**src/inc/kpm_cfg.svh**
```systemverilog
// Constants for the keypad number-entry and menu interpreter.
// Assumes a 20 MHz pclk and an APB bus with 32-bit data.
`ifndef KPM_CFG_SVH
`define KPM_CFG_SVH

// ==================================================
// Clock and timing
`define KPM_CLK_HZ          20000000
`define KPM_DEBOUNCE_MS     10
`define KPM_SETUP_HOLD_MS   1000
`define KPM_BLINK_HALF_MS   250
// Divide first: the product of milliseconds and hertz overflows a 32-bit int
`define KPM_DEBOUNCE_CYC    ((`KPM_CLK_HZ / 1000) * `KPM_DEBOUNCE_MS)
`define KPM_SETUP_HOLD_CYC  ((`KPM_CLK_HZ / 1000) * `KPM_SETUP_HOLD_MS)
`define KPM_BLINK_HALF_CYC  ((`KPM_CLK_HZ / 1000) * `KPM_BLINK_HALF_MS)

// ==================================================
// Register byte addresses
`define KPM_ADDR_CTRL       32'h0000_0000
`define KPM_ADDR_STATUS     32'h0000_0004
`define KPM_ADDR_VALUE      32'h0000_0008
`define KPM_ADDR_GAIN       32'h0000_000C

// ==================================================
// Field positions
`define KPM_CTRL_PANEL_BIT  0
`define KPM_ST_STATE_LSB    0
`define KPM_ST_LEVEL_LSB    8
`define KPM_ST_CURSOR_LSB   12
`define KPM_ST_ITEM_LSB     16
`define KPM_ST_SEL_LSB      20

// ==================================================
// Key vector positions
`define KPM_KEY_UP          0
`define KPM_KEY_DOWN        1
`define KPM_KEY_ENTER       2
`define KPM_KEY_RESET       3
`define KPM_KEY_SETUP       4
`define KPM_KEY_LIMITS      5

// ==================================================
// Reset values; codes and gain as {msd[4:0], four BCD digits}, panel as one bit
`define KPM_LEVEL_ONE_RST   21'h0_0001
`define KPM_LEVEL_TWO_RST   21'h0_0002
`define KPM_LEVEL_THREE_RST 21'h0_0003
`define KPM_GAIN_RST        21'h0_0001
`define KPM_PANEL_RST       1'b1

`endif

```
**src/inc/kpm_pkg.sv**
```systemverilog
// Types shared by the keypad number-entry and menu interpreter.
// Assumes nothing beyond a SystemVerilog compiler.
package kpm_pkg;

   // ==================================================
   // Five-digit number: signed leftmost digit and four BCD digits
   typedef struct packed {
      logic signed [4:0]     msd;
      logic [3:0][3:0]       low;
   } kpm_num_t;

   // ==================================================
   // Top-level states
   typedef enum logic [5:0] {
      KPM_RUN    = 6'b000001,
      KPM_LEVEL  = 6'b000010,
      KPM_NUM    = 6'b000100,
      KPM_MENU   = 6'b001000,
      KPM_FP_SUB = 6'b010000,
      KPM_PW_SUB = 6'b100000
   } kpm_state_t;

   // What a committed number is used for
   typedef enum logic [2:0] {
      KPM_USE_PASS = 3'b001,
      KPM_USE_CODE = 3'b010,
      KPM_USE_GAIN = 3'b100
   } kpm_use_t;

   // Main-menu items in menu order
   typedef enum logic [1:0] {
      KPM_ITEM_PANEL = 2'h0,
      KPM_ITEM_PWED  = 2'h1,
      KPM_ITEM_GAIN  = 2'h2,
      KPM_ITEM_RUN   = 2'h3
   } kpm_item_t;

endpackage

```
**src/rtl/kpm_keypad_menu.sv**
```systemverilog
// Keypad interpreter: access levels, password check, menu stepping,
// front-panel and password-edit sub-menus, five-digit number entry.
// Assumes key inputs are synchronous to pclk and active high while held.
//
// Design decisions made here: the APB slave port and the register offsets.
`timescale 1ns/1ns
`default_nettype none
`include "kpm_cfg.svh"

module kpm_keypad_menu
   import kpm_pkg::*;
#(
   parameter int DEBOUNCE_CYC   = `KPM_DEBOUNCE_CYC,
   parameter int SETUP_HOLD_CYC = `KPM_SETUP_HOLD_CYC,
   parameter int BLINK_HALF_CYC = `KPM_BLINK_HALF_CYC
) (
   // APB slave
   input  wire logic         pclk,
   input  wire logic         presetn,
   input  wire logic         psel,
   input  wire logic         penable,
   input  wire logic         pwrite,
   input  wire logic [31:0]  paddr,
   input  wire logic [31:0]  pwdata,
   output var  logic [31:0]  prdata,
   output var  logic         pready,
   output var  logic         pslverr,
   // Keypad, held level per key
   input  wire logic         key_up,
   input  wire logic         key_down,
   input  wire logic         key_enter,
   input  wire logic         key_reset,
   input  wire logic         key_setup,
   input  wire logic         key_limits,
   // Display
   output var  kpm_num_t     disp_value,
   output var  logic [4:0]   disp_blank,
   output var  kpm_state_t   disp_state,
   output var  kpm_item_t    disp_item,
   output var  logic [1:0]   disp_sel,
   output var  logic         disp_choice,
   // Run-time key functions, one pulse per press: up, down, enter, reset
   output var  logic [3:0]   run_key_pulse,
   output var  logic         panel_keys_on
);

   localparam int DBW = $clog2(DEBOUNCE_CYC + 1);
   localparam int HLW = $clog2(SETUP_HOLD_CYC + 1);
   localparam int BLW = $clog2(BLINK_HALF_CYC + 1);

   typedef struct packed {
      kpm_state_t              state;
      kpm_use_t                use_of;
      kpm_item_t               item;
      logic [1:0]              level;
      logic [1:0]              sel;
      logic                    choice;
      logic [1:0]              shown_sel;
      logic [2:0]              pos;
      kpm_num_t                num;
      kpm_num_t                orig;
      kpm_num_t [2:0]          codes;
      kpm_num_t                gain;
      logic                    panel_on;
      logic [5:0]              raw_last;
      logic [5:0]              deb;
      logic [5:0]              deb_prev;
      logic [DBW-1:0]          db_cnt;
      logic [HLW-1:0]          hold_cnt;
      logic [BLW-1:0]          blink_cnt;
      logic                    blink_ph;
      logic [4:0]              blank;
      logic [3:0]              run_pulse;
      logic                    rdy;
      logic [31:0]             rdata;
      logic                    err;
   } kpm_st_t;

   kpm_st_t cur;
   kpm_st_t next_st;

   // ==================================================
   // Digit arithmetic
   function automatic kpm_num_t step_digit(kpm_num_t n, logic [2:0] pos, logic up);
      kpm_num_t r;
      r = n;
      if (pos == 3'd4) begin
         if (up) begin
            r.msd = (n.msd == 5'sd9) ? -5'sd9 : n.msd + 5'sd1;
         end else begin
            r.msd = (n.msd == -5'sd9) ? 5'sd9 : n.msd - 5'sd1;
         end
      end else if (up) begin
         r.low[pos[1:0]] = (n.low[pos[1:0]] == 4'h9) ? 4'h0 : n.low[pos[1:0]] + 4'h1;
      end else begin
         r.low[pos[1:0]] = (n.low[pos[1:0]] == 4'h0) ? 4'h9 : n.low[pos[1:0]] - 4'h1;
      end
      return r;
   endfunction

   function automatic logic [31:0] num_word(kpm_num_t n);
      return {11'h000, n};
   endfunction

   // ==================================================
   // Next state
   logic [5:0] raw;
   logic [5:0] press;
   logic       p_up;
   logic       p_down;
   logic       p_enter;
   logic       p_reset;
   logic       p_chord;
   logic       p_limits;
   logic       commit;
   logic       wr;

   always_comb begin
      next_st = cur;
      raw = {key_limits, key_setup, key_reset, key_enter, key_down, key_up};
      commit = 1'b0;
      wr = 1'b0;

      // Whole key vector must sit still before it is accepted
      next_st.raw_last = raw;
      next_st.deb_prev = cur.deb;
      if (raw != cur.raw_last) begin
         next_st.db_cnt = '0;
      end else if (cur.db_cnt == DBW'(DEBOUNCE_CYC - 1)) begin
         next_st.deb = raw;
      end else begin
         next_st.db_cnt = cur.db_cnt + DBW'(1);
      end
      press = cur.deb & ~cur.deb_prev;
      p_up = press[`KPM_KEY_UP];
      p_down = press[`KPM_KEY_DOWN];
      p_limits = press[`KPM_KEY_LIMITS];
      // A chord is a new enter or reset edge while the other is held
      p_chord = (press[`KPM_KEY_ENTER] | press[`KPM_KEY_RESET]) &
                cur.deb[`KPM_KEY_ENTER] & cur.deb[`KPM_KEY_RESET];
      p_enter = press[`KPM_KEY_ENTER] & ~cur.deb[`KPM_KEY_RESET];
      p_reset = press[`KPM_KEY_RESET] & ~cur.deb[`KPM_KEY_ENTER];

      next_st.run_pulse = 4'h0;
      if (cur.blink_cnt == BLW'(BLINK_HALF_CYC - 1)) begin
         next_st.blink_cnt = '0;
         next_st.blink_ph = ~cur.blink_ph;
      end else begin
         next_st.blink_cnt = cur.blink_cnt + BLW'(1);
      end

      case (cur.state)
         KPM_RUN: begin
            // Setup is honoured even with the panel off
            next_st.run_pulse = cur.panel_on ? press[3:0] : 4'h0;
            if (!cur.deb[`KPM_KEY_SETUP]) begin
               next_st.hold_cnt = '0;
            end else if (cur.hold_cnt == HLW'(SETUP_HOLD_CYC - 1)) begin
               next_st.hold_cnt = '0;
               next_st.level = 2'd0;
               next_st.state = KPM_LEVEL;
            end else begin
               next_st.hold_cnt = cur.hold_cnt + HLW'(1);
            end
         end
         KPM_LEVEL: begin
            if (p_up) begin
               next_st.level = (cur.level == 2'd2) ? 2'd0 : cur.level + 2'd1;
            end else if (p_down) begin
               next_st.level = (cur.level == 2'd0) ? 2'd2 : cur.level - 2'd1;
            end else if (p_limits) begin
               next_st.num = '0;
               next_st.orig = '0;
               next_st.pos = 3'd0;
               next_st.use_of = KPM_USE_PASS;
               next_st.state = KPM_NUM;
            end else if (p_reset) begin
               next_st.state = KPM_RUN;
            end
         end
         KPM_NUM: begin
            if (p_up || p_down) begin
               next_st.num = step_digit(cur.num, cur.pos, p_up);
            end else if (p_enter) begin
               if (cur.pos == 3'd4) begin
                  commit = 1'b1;
               end else begin
                  next_st.pos = cur.pos + 3'd1;
               end
            end else if (p_chord) begin
               commit = 1'b1;
            end else if (p_reset) begin
               next_st.num = cur.orig;
               next_st.pos = 3'd0;
            end
            if (commit) begin
               case (cur.use_of)
                  KPM_USE_PASS: begin
                     if (cur.num == cur.codes[cur.level]) begin
                        // Level three opens the whole menu, others only run
                        next_st.item = (cur.level == 2'd2) ? KPM_ITEM_PANEL : KPM_ITEM_RUN;
                        next_st.state = KPM_MENU;
                     end else begin
                        next_st.state = KPM_RUN;
                     end
                  end
                  KPM_USE_CODE: begin
                     next_st.codes[cur.sel] = cur.num;
                     next_st.sel = (cur.sel == 2'd2) ? 2'd0 : cur.sel + 2'd1;
                     next_st.state = KPM_PW_SUB;
                  end
                  default: begin
                     next_st.gain = cur.num;
                     next_st.item = KPM_ITEM_RUN;
                     next_st.state = KPM_MENU;
                  end
               endcase
            end
         end
         KPM_MENU: begin
            if (p_down && cur.item != KPM_ITEM_RUN) begin
               next_st.item = kpm_item_t'(cur.item + 2'd1);
            end else if (p_up && cur.level == 2'd2 && cur.item != KPM_ITEM_PANEL) begin
               next_st.item = kpm_item_t'(cur.item - 2'd1);
            end else if (p_reset) begin
               next_st.state = KPM_RUN;
            end else if (p_enter) begin
               case (cur.item)
                  KPM_ITEM_PANEL: begin
                     next_st.choice = cur.panel_on;
                     next_st.state = KPM_FP_SUB;
                  end
                  KPM_ITEM_PWED: begin
                     next_st.sel = 2'd0;
                     next_st.state = KPM_PW_SUB;
                  end
                  KPM_ITEM_GAIN: begin
                     next_st.num = cur.gain;
                     next_st.orig = cur.gain;
                     next_st.pos = 3'd0;
                     next_st.use_of = KPM_USE_GAIN;
                     next_st.state = KPM_NUM;
                  end
                  default: begin
                     next_st.state = KPM_RUN;
                  end
               endcase
            end
         end
         KPM_FP_SUB: begin
            if (p_up || p_down) begin
               next_st.choice = ~cur.choice;
            end else if (p_enter || p_reset) begin
               if (p_enter) begin
                  next_st.panel_on = cur.choice;
               end
               next_st.item = KPM_ITEM_PWED;
               next_st.state = KPM_MENU;
            end
         end
         KPM_PW_SUB: begin
            if (p_up) begin
               next_st.sel = (cur.sel == 2'd2) ? 2'd0 : cur.sel + 2'd1;
            end else if (p_down) begin
               next_st.sel = (cur.sel == 2'd0) ? 2'd2 : cur.sel - 2'd1;
            end else if (p_enter) begin
               next_st.num = cur.codes[cur.sel];
               next_st.orig = cur.codes[cur.sel];
               next_st.pos = 3'd0;
               next_st.use_of = KPM_USE_CODE;
               next_st.state = KPM_NUM;
            end else if (p_reset) begin
               next_st.item = KPM_ITEM_GAIN;
               next_st.state = KPM_MENU;
            end
         end
         default: begin
            next_st.state = KPM_RUN;
         end
      endcase

      // Blank the active digit in the off phase of the blink
      next_st.blank = 5'h00;
      if (next_st.state == KPM_NUM && next_st.blink_ph) begin
         next_st.blank = 5'h01 << next_st.pos;
      end
      // Level in the level prompt, else code index; registered for the pins
      next_st.shown_sel = (next_st.state == KPM_LEVEL) ? next_st.level : next_st.sel;

      // ==================================================
      // APB: one wait state, data and error latched on the same edge as pready
      if (psel && penable && !cur.rdy) begin
         next_st.rdy = 1'b1;
         next_st.err = 1'b0;
         next_st.rdata = 32'h0000_0000;
         if (paddr == `KPM_ADDR_CTRL) begin
            next_st.rdata[`KPM_CTRL_PANEL_BIT] = cur.panel_on;
         end else if (paddr == `KPM_ADDR_STATUS) begin
            next_st.rdata[`KPM_ST_STATE_LSB +: 6] = cur.state;
            next_st.rdata[`KPM_ST_LEVEL_LSB +: 2] = cur.level;
            next_st.rdata[`KPM_ST_CURSOR_LSB +: 3] = cur.pos;
            next_st.rdata[`KPM_ST_ITEM_LSB +: 2] = cur.item;
            next_st.rdata[`KPM_ST_SEL_LSB +: 2] = cur.sel;
         end else if (paddr == `KPM_ADDR_VALUE) begin
            next_st.rdata = num_word(cur.num);
         end else if (paddr == `KPM_ADDR_GAIN) begin
            next_st.rdata = num_word(cur.gain);
         end else begin
            next_st.err = 1'b1;
         end
      end else if (psel && penable && cur.rdy) begin
         next_st.rdy = 1'b0;
         next_st.err = 1'b0;
         wr = pwrite;
      end
      // Software writes land last, so they win over a keypad store
      if (wr && paddr == `KPM_ADDR_CTRL) begin
         next_st.panel_on = pwdata[`KPM_CTRL_PANEL_BIT];
      end else if (wr && paddr == `KPM_ADDR_GAIN) begin
         next_st.gain = pwdata[20:0];
      end
   end

   // ==================================================
   // State register
   always_ff @(posedge pclk or negedge presetn) begin
      if (!presetn) begin
         cur <= '0;
         cur.state <= KPM_RUN;
         cur.use_of <= KPM_USE_PASS;
         cur.item <= KPM_ITEM_PANEL;
         cur.codes[0] <= `KPM_LEVEL_ONE_RST;
         cur.codes[1] <= `KPM_LEVEL_TWO_RST;
         cur.codes[2] <= `KPM_LEVEL_THREE_RST;
         cur.gain <= `KPM_GAIN_RST;
         cur.panel_on <= `KPM_PANEL_RST;
      end else begin
         cur <= next_st;
      end
   end

   // ==================================================
   // Outputs, all straight from the state register
   assign prdata = cur.rdata;
   assign pready = cur.rdy;
   assign pslverr = cur.err;
   assign disp_value = cur.num;
   assign disp_blank = cur.blank;
   assign disp_state = cur.state;
   assign disp_item = cur.item;
   assign disp_sel = cur.shown_sel;
   assign disp_choice = cur.choice;
   assign run_key_pulse = cur.run_pulse;
   assign panel_keys_on = cur.panel_on;

endmodule // kpm_keypad_menu

`default_nettype wire

```
**config.mk**
```make
export PLATFORM = sky130hd
export DESIGN_NAME = kpm_keypad_menu
export DESIGN_NICKNAME = d
export VERILOG_FILES = /design/src/inc/kpm_pkg.sv /design/src/rtl/kpm_keypad_menu.sv
export VERILOG_INCLUDE_DIRS = /design/src /design/src/inc
export SDC_FILE = /design/constraint.sdc
export NUM_CORES = 1
export LEC_CHECK = 0
export BUFFER_PORTS_ARGS = -buffer_cell sky130_fd_sc_hd__buf_2
export CELL_PAD_IN_SITES_DETAIL_PLACEMENT = 0
export CELL_PAD_IN_SITES_GLOBAL_PLACEMENT = 2
export CORE_MARGIN = 3
export CORE_UTILIZATION = 38
export CTS_CLUSTER_SIZE = 30
export DETAILED_ROUTE_END_ITERATION = 6
export PLACE_DENSITY = 0.93
export SYNTH_ARGS = -nofsm -noshare
export SYNTH_HDL_FRONTEND = slang
export SYNTH_SLANG_ARGS = --single-unit
```
**constraint.sdc**
```tcl
create_clock -name pclk -period 4.08 [get_ports pclk]
set_clock_uncertainty 0.15 [all_clocks]
set_input_delay 0.816 -clock pclk [delete_from_list [all_inputs] [get_ports pclk]]
set_output_delay 0.816 -clock pclk [all_outputs]
set_load 0.02 [all_outputs]
```
==> results of run 1 <==
## metrics by stage
stage | instances | power, mW
after floorplan | 1655 | 2.76
after global placement | 2178 | 2.87
after detailed placement | 2178 | 2.88
after CTS | 2235 | 5.54
after global routing | 2235 | 5.68
final | 2235 | 5.48
## power by group through the flow
stage	Sequential [mW]	Clock (mW)	Combinational, mW
2_1_floorplan	2.69	0	0.0685
3_3_place_gp	2.69	0	0.185
3_5_place_dp	2.69	0	0.187
4_1_cts	2.64	2.71	0.188
5_1_grt	2.64	2.83	0.204
6_report	2.64	2.65	0.182
## layer usage
metal  share of wire [%]  up-vias
li1                    -     5874
met1                  43     6129
met2                  47      420
met3                 6.8       83
met4                 3.2        0
met5                   0        -
## registers in the layout, summed over array words and instances, names as in the netlist
signal,count
cur,199
prdata,22
disp_value,21
disp_state,6
disp_blank,5
run_key_pulse,4
disp_item,2
disp_sel,2
disp_choice,1
panel_keys_on,1
pready,1
pslverr,1
## layout make-up
cell class	instances	area (um^2)
inverters	36	135
well taps	518	648
fillers	3837	22200
flip-flops and latches	265	6640
multi-input cells	1180	7590
repair buffers	179	1060
clock buffers	49	913
clock inverters	8	53.8
## critical path, stage by stage (launching register included)
cell and delay (ns):
dfrtp_2 0.82, mux2_2 0.43, a221oi_1 0.25, o32ai_1 0.14
or4_1 0.56, nor4_2 0.63, o2111ai_1 0.30, mux2_2 0.33
## cell families after synthesis
group | Yosys count | synth area share [%]
AOI/OAI and AO/OA | 374 | 15.5
and+or+nand+nor | 576 | 18.7
xor gates and xnor gates | 62 | 3.56
buffers and inverters | 210 | 7.14
other | 1 | 0.0246
adders and majority gates | 25 | 2.05
muxes | 133 | 9.56
DFF | 265 | 43.5
## path summary, 6_finish.rpt
| kind | from | endpoint | depth (start not counted) |
|---|---|---|---|
| setup / recovery | cur[264] | disp_item[1] | 7 |
| hold / removal | presetn | prdata[12] | 1 |
| hold reg to reg | cur[121] | cur[115] | 0 |
| min in group pclk | key_setup | cur[126] | 1 |
| max in group asynchronous | presetn | cur[264] | 2 |
| setup reg to reg | cur[264] | disp_item[1] | 7 |
## layout by cell type (no fill, tap or decap), types with 26 or more instances in the layout
cell	Yosys	layout
buf_4	74	48
nand2_1	213	213
o31ai_1	30	30
mux2i_1	75	75
o21ai_0	143	143
nand3_1	39	39
nand2b_1	26	26
a21oi_1	70	70
xnor2_1	33	33
clkbuf_16	0	31
nor2_1	117	117
buf_2	8	128
dfrtp_1	257	256
xor2_1	29	29
mux2_2	53	53
inv_1	36	36
## cell usage after synthesis, types with 25 or more instances
master / n / share of area [%]
mux2i_1: 75 / 4.9
nand3_1: 39 / 1.3
nor2b_1: 25 / 1.0
clkbuf_1: 85 / 2.1
xor2_1: 29 / 1.7
dfrtp_1: 257 / 42
nor2_1: 117 / 2.9
nand2_1: 213 / 5.2
o31ai_1: 30 / 1.5
ha_1: 25 / 2.0
a21oi_1: 70 / 2.3
xnor2_1: 33 / 1.9
buf_4: 74 / 3.6
nand2b_1: 26 / 1.1
inv_1: 36 / 0.88
mux2_2: 53 / 3.9
o21ai_0: 143 / 4.7
==> results.sh, run 1 <==
export IMPL_combPwrFrac_pct=3.3
export IMPL_cts_hold_buf=0
export IMPL_critPathKind="register to register"
export IMPL_numCtsBuffers=31
export IMPL_cts_sinks=265
export IMPL_io_pins=151
export IMPL_grt_usage_pct=20.9
export IMPL_htreeDepth=1
export IMPL_cts_tree="built"
export IMPL_finalSetupViolations=0
export IMPL_grt_overflow=0
export IMPL_top_usage_layer="met2"
export IMPL_ys_flop_type="dfrtp_1"
export IMPL_ys_warnings_count=0
export IMPL_drt_antenna_violating_nets=0
export IMPL_p_sw_share_pct=23.0
export IMPL_rsz0062_at_grt="false"
export IMPL_ys_types=83
export IMPL_ys_seq_area_share_pct=43.5
export IMPL_core_um2=39200
export IMPL_diodes=0
export IMPL_grt_pass1_vias=12327
export IMPL_place_gp_congestion=0.915
export IMPL_finalHoldViolations=0
export IMPL_drv_slew=0
export IMPL_power_switching_mw=1.26
export IMPL_seqPwrFrac_pct=48.2
export IMPL_antenna_found_initial=0
export IMPL_ff2ff_setup_slack_ns=0.34
export IMPL_drc_errors=0
export IMPL_area_growth_syn_to_layout_pct=11.5
export IMPL_cap_violations=0
export IMPL_grt_pass1_wl_um=70200
export IMPL_syn_inst=1646
export IMPL_outcome="finished, final reports clean"
export IMPL_fp_dieH_um=206
export IMPL_dr_pass1_iters=6
export IMPL_cts_resized=0
export IMPL_synthesis_area_um2=15300
export IMPL_die_area_um2=42600
export IMPL_drive_above_1_share_pct=18.1
export IMPL_p_leak_nw=7.50
export IMPL_final_util_pct=43.5
export IMPL_timing_fmax_mhz=267
export IMPL_synth_edf_count=0
export IMPL_dp_final_hpwl_um=31700
export IMPL_worstSkewPairLatency_ns=0.57
export IMPL_timing_final_crit_share_pct=91.8
export IMPL_wl_um=45200
export IMPL_worstPathMaxFanout=35
export IMPL_clk_transition_reported_paths_ns=0.06
export IMPL_worstSetupEndpointType="register"
export IMPL_grt_max_degree=85
export IMPL_rows=72
export IMPL_async_reset_ff_share_pct=100
export IMPL_ir_worst_vdd_uv=305
export IMPL_postCtsSetupBuffers=0
export IMPL_place_area_um2=16100
export IMPL_met2_usage_pct=34.7
export IMPL_routedWlPerCell_um=20.2
export IMPL_p_int_mw=4.22
export IMPL_arrival_ns=4.05
export IMPL_fin_ws_ns=0.336
export IMPL_initial_core_util_pct=39.0
export IMPL_clock_power_share_pct=48.4
export IMPL_nNetsFinal=1793
export IMPL_met3_usage_pct=3.45
export IMPL_pre_cts_slack_ns=0.361
export IMPL_period_needed_ns=3.74
export IMPL_dieWidth_um=206
export IMPL_critPathRequiredTime_ns=4.39
export IMPL_port_buffers=129
export IMPL_worst_slew_pin_slew_ns=0.919
export IMPL_cp_start_kind="register"
export IMPL_vias_per_cell=5.60
export IMPL_power_per_cell_area_nw_per_um2=322
export IMPL_use_met1_pct=28.0
export IMPL_holdWs_ns=0.100
export IMPL_maxSlewHeadroom_pct=38.7
export IMPL_cts_path_max_buffers=3
export IMPL_syn_avg_cell_area_um2=9.28
export IMPL_drtIter0Drc=1002
export IMPL_ys_seq_elements=265
export IMPL_postLayoutCellArea_um2=17000
export IMPL_vias=12506
export IMPL_cts_root_buf="clkbuf_16"
export IMPL_fin_tns_setup_ns=0
export IMPL_hold_path_class="input pin to async pin"
Note: power is estimated with default switching activity, not from simulation.
==> run 2, diff against run 1 <==
==> constraint.sdc (replaced) <==
create_clock -name pclk -period 3.8 [get_ports pclk]
set_clock_uncertainty 0.15 [all_clocks]
set_input_delay 0.76 -clock pclk [delete_from_list [all_inputs] [get_ports pclk]]
set_output_delay 0.76 -clock pclk [all_outputs]
set_load 0.02 [all_outputs]
==> run 2 against run 1 <==
Final cell count increased by 0.22%. Worst setup slack improved by 0.098 ns. Sequential share of layout area decreased by 0.31 points. Critical endpoint is now disp_blank[2]. Largest cell class unchanged. Largest power group unchanged.
==> results.sh, run 2 (same netlist as run 1, synthesis figures left out) <==
export IMPL_critPathRequiredTime_ns=4.11
export IMPL_pre_cts_slack_ns=0.426
export IMPL_drive_above_1_share_pct=18.6
export IMPL_path_buf_inv=1
export IMPL_grt_usage_pct=21.0
export IMPL_drt_antenna_violating_nets=0
export IMPL_multi_input_area_um2=7590
export IMPL_crit_path_max_incr_delay_ns=0.47
export IMPL_outcome="finished, final reports clean"
export IMPL_r2r_end="disp_blank[2]"
export IMPL_area_growth_syn_to_layout_pct=12.4
export IMPL_drtIter0Drc=984
export IMPL_ir_worst_vdd_uv=295
export IMPL_grt_max_degree=81
export IMPL_timing_final_crit_share_pct=88.6
export IMPL_grt_pass1_wl_um=70400
export IMPL_dieWidth_um=206
export IMPL_dp_final_hpwl_um=31800
export IMPL_ff2ff_setup_slack_ns=0.43
export IMPL_worst_slew_pin_slew_ns=0.880
export IMPL_maxSlewHeadroom_pct=40.7
export IMPL_setup_worst_path_end="disp_blank[2]"
export IMPL_cts_hold_buf=0
export IMPL_fin_tns_setup_ns=0
export IMPL_diodes=0
export IMPL_core_um2=39200
export IMPL_drv_slew=0
export IMPL_cts_resized=0
export IMPL_vias_per_cell=5.64
export IMPL_n_fill_cell=3792
export IMPL_hold_path_class="input pin to async pin"
export IMPL_numCtsBuffers=29
export IMPL_path_depth=9
export IMPL_grt_overflow=0
export IMPL_path_cells="inv_1 > ha_1 > and4bb_2 > nor3_2 > and2_1 > a221o_2 > or4b_1 > or3b_4 > nor3b_1"
export IMPL_place_gp_congestion=0.938
export IMPL_cts_tree="built"
export IMPL_mostFrequentLayoutCells="dfrtp_1 (256), nand2_1 (213), o21ai_0 (143), buf_2 (128), nor2_1 (117)"
export IMPL_initial_core_util_pct=39.0
export IMPL_worstSkewPairLatency_ns=0.56
export IMPL_clk_transition_reported_paths_ns=0.06
export IMPL_wl_um=45200
export IMPL_cts_sinks=265
export IMPL_die_area_um2=42600
export IMPL_cp_slowest_cell="dfrtp_1"
export IMPL_finalHoldViolations=0
export IMPL_layout_area_seq_um2=6640
export IMPL_power_per_cell_area_nw_per_um2=356
export IMPL_drc_errors=0
export IMPL_antenna_found_initial=0
export IMPL_port_buffers=129
export IMPL_cp_start_kind="register"
export IMPL_grt_pass1_vias=12298
export IMPL_io_pins=151
export IMPL_largest_reg_flops=199
export IMPL_critical_path_top_delay_family="simple AND/OR/NAND/NOR gates"
export IMPL_worstPathMaxFanout=7
export IMPL_cap_violations=0
export IMPL_final_common_cell="dfrtp_1"
export IMPL_fin_ws_ns=0.434
export IMPL_reg2reg_from="disp_item[0]"
export IMPL_rows=72
export IMPL_rsz0062_at_grt="false"
export IMPL_htreeDepth=1
export IMPL_p_leak_nw=7.59
export IMPL_critPathKind="register to register"
export IMPL_period_needed_ns=3.37
export IMPL_nNetsFinal=1801
export IMPL_cts_path_max_buffers=3
export IMPL_startpoint="disp_item[0]"
export IMPL_arrival_ns=3.67
export IMPL_finalSetupViolations=0
export IMPL_vias=12629
export IMPL_routedWlPerCell_um=20.2
export IMPL_fp_dieH_um=206
export IMPL_top_register="cur"
export IMPL_r2r_cells=9
export IMPL_timing_fmax_mhz=297
export IMPL_postCtsSetupBuffers=0
export IMPL_cts_root_buf="clkbuf_16"
export IMPL_dr_pass1_iters=6
export IMPL_worstSetupEndpointType="register"
-- run 2: changes by cell type in the layout (fill, tap and decap cells not counted), sizes merged --
cell | before | now
buf | 179 | 189
bufinv | 0 | 6
inv | 38 | 37
clkbuf | 49 | 41
clkinv | 5 | 4
clkinvlp | 1 | 0
-- run 2: through the flow --
step | hold WS [ns] | utilization [%] | std cells | area (um^2) | power, mW
6_report | 0.0134 | 43.8 | 2240 | 17200 | 6.11
5_1_grt | 0.0660 | 43.8 | 2240 | 17200 | 6.29
4_1_cts | 0.0566 | 43.8 | 2240 | 17200 | 6.17
3_5_place_dp | 0.260 | 41.2 | 2188 | 16100 | 3.09
3_3_place_gp | 0.252 | 41.2 | 2188 | 16100 | 3.09
2_1_floorplan | 0.205 | - | 1655 | 15300 | 2.97
-- run 2: layer usage --
metal	routed length (um)	GRT usage, %	share of wire (%)
met5	0	0	0
met4	1450	6.35	3.2
met2	21100	34.4	47
met1	20000	28.7	44
met3	2670	3.26	5.9
-- run 2: power breakdown --
part           switching (mW)  leakage [nW]  internal [mW]
Sequential            0.00556          3.54           2.83
Clock                    1.17         0.507           1.90
Combinational           0.140          3.54         0.0577
Total                    1.31          7.59           4.79
-- run 2: worst reg2reg max path: stages (launching register included) --
cell,delay [ns]
dfrtp_1,0.47
inv_1,0.14
ha_1,0.25
and4bb_2,0.32
nor3_2,0.33
and2_1,0.31
a221o_2,0.20
or4b_1,0.47
or3b_4,0.44
nor3b_1,0.21
-- run 2: cell type report --
| class | count | area share [%] |
|---|---|---|
| Clock inverter | 11 | 1.22 |
| Timing Repair Buffer | 189 | 6.59 |
| Tap cell | 518 | 3.77 |
| Multi-Input combinational cell | 1180 | 44.2 |
| Clock buffer | 41 | 4.78 |
| Sequential cell | 265 | 38.7 |
| Inverter | 36 | 0.787 |
-- run 2: how the worst min path moves through the flow --
stage	start	endpoint	slack [ns]	cells past startpoint
final	presetn	prdata[4]	0.01	1
after global routing	presetn	prdata[3]	0.07	1
after CTS	presetn	prdata[2]	0.06	1
after detailed placement	cur[121]	cur[115]	0.26	0
after global placement	cur[121]	cur[115]	0.25	0
after floorplan	cur[118]	cur[112]	0.20	0
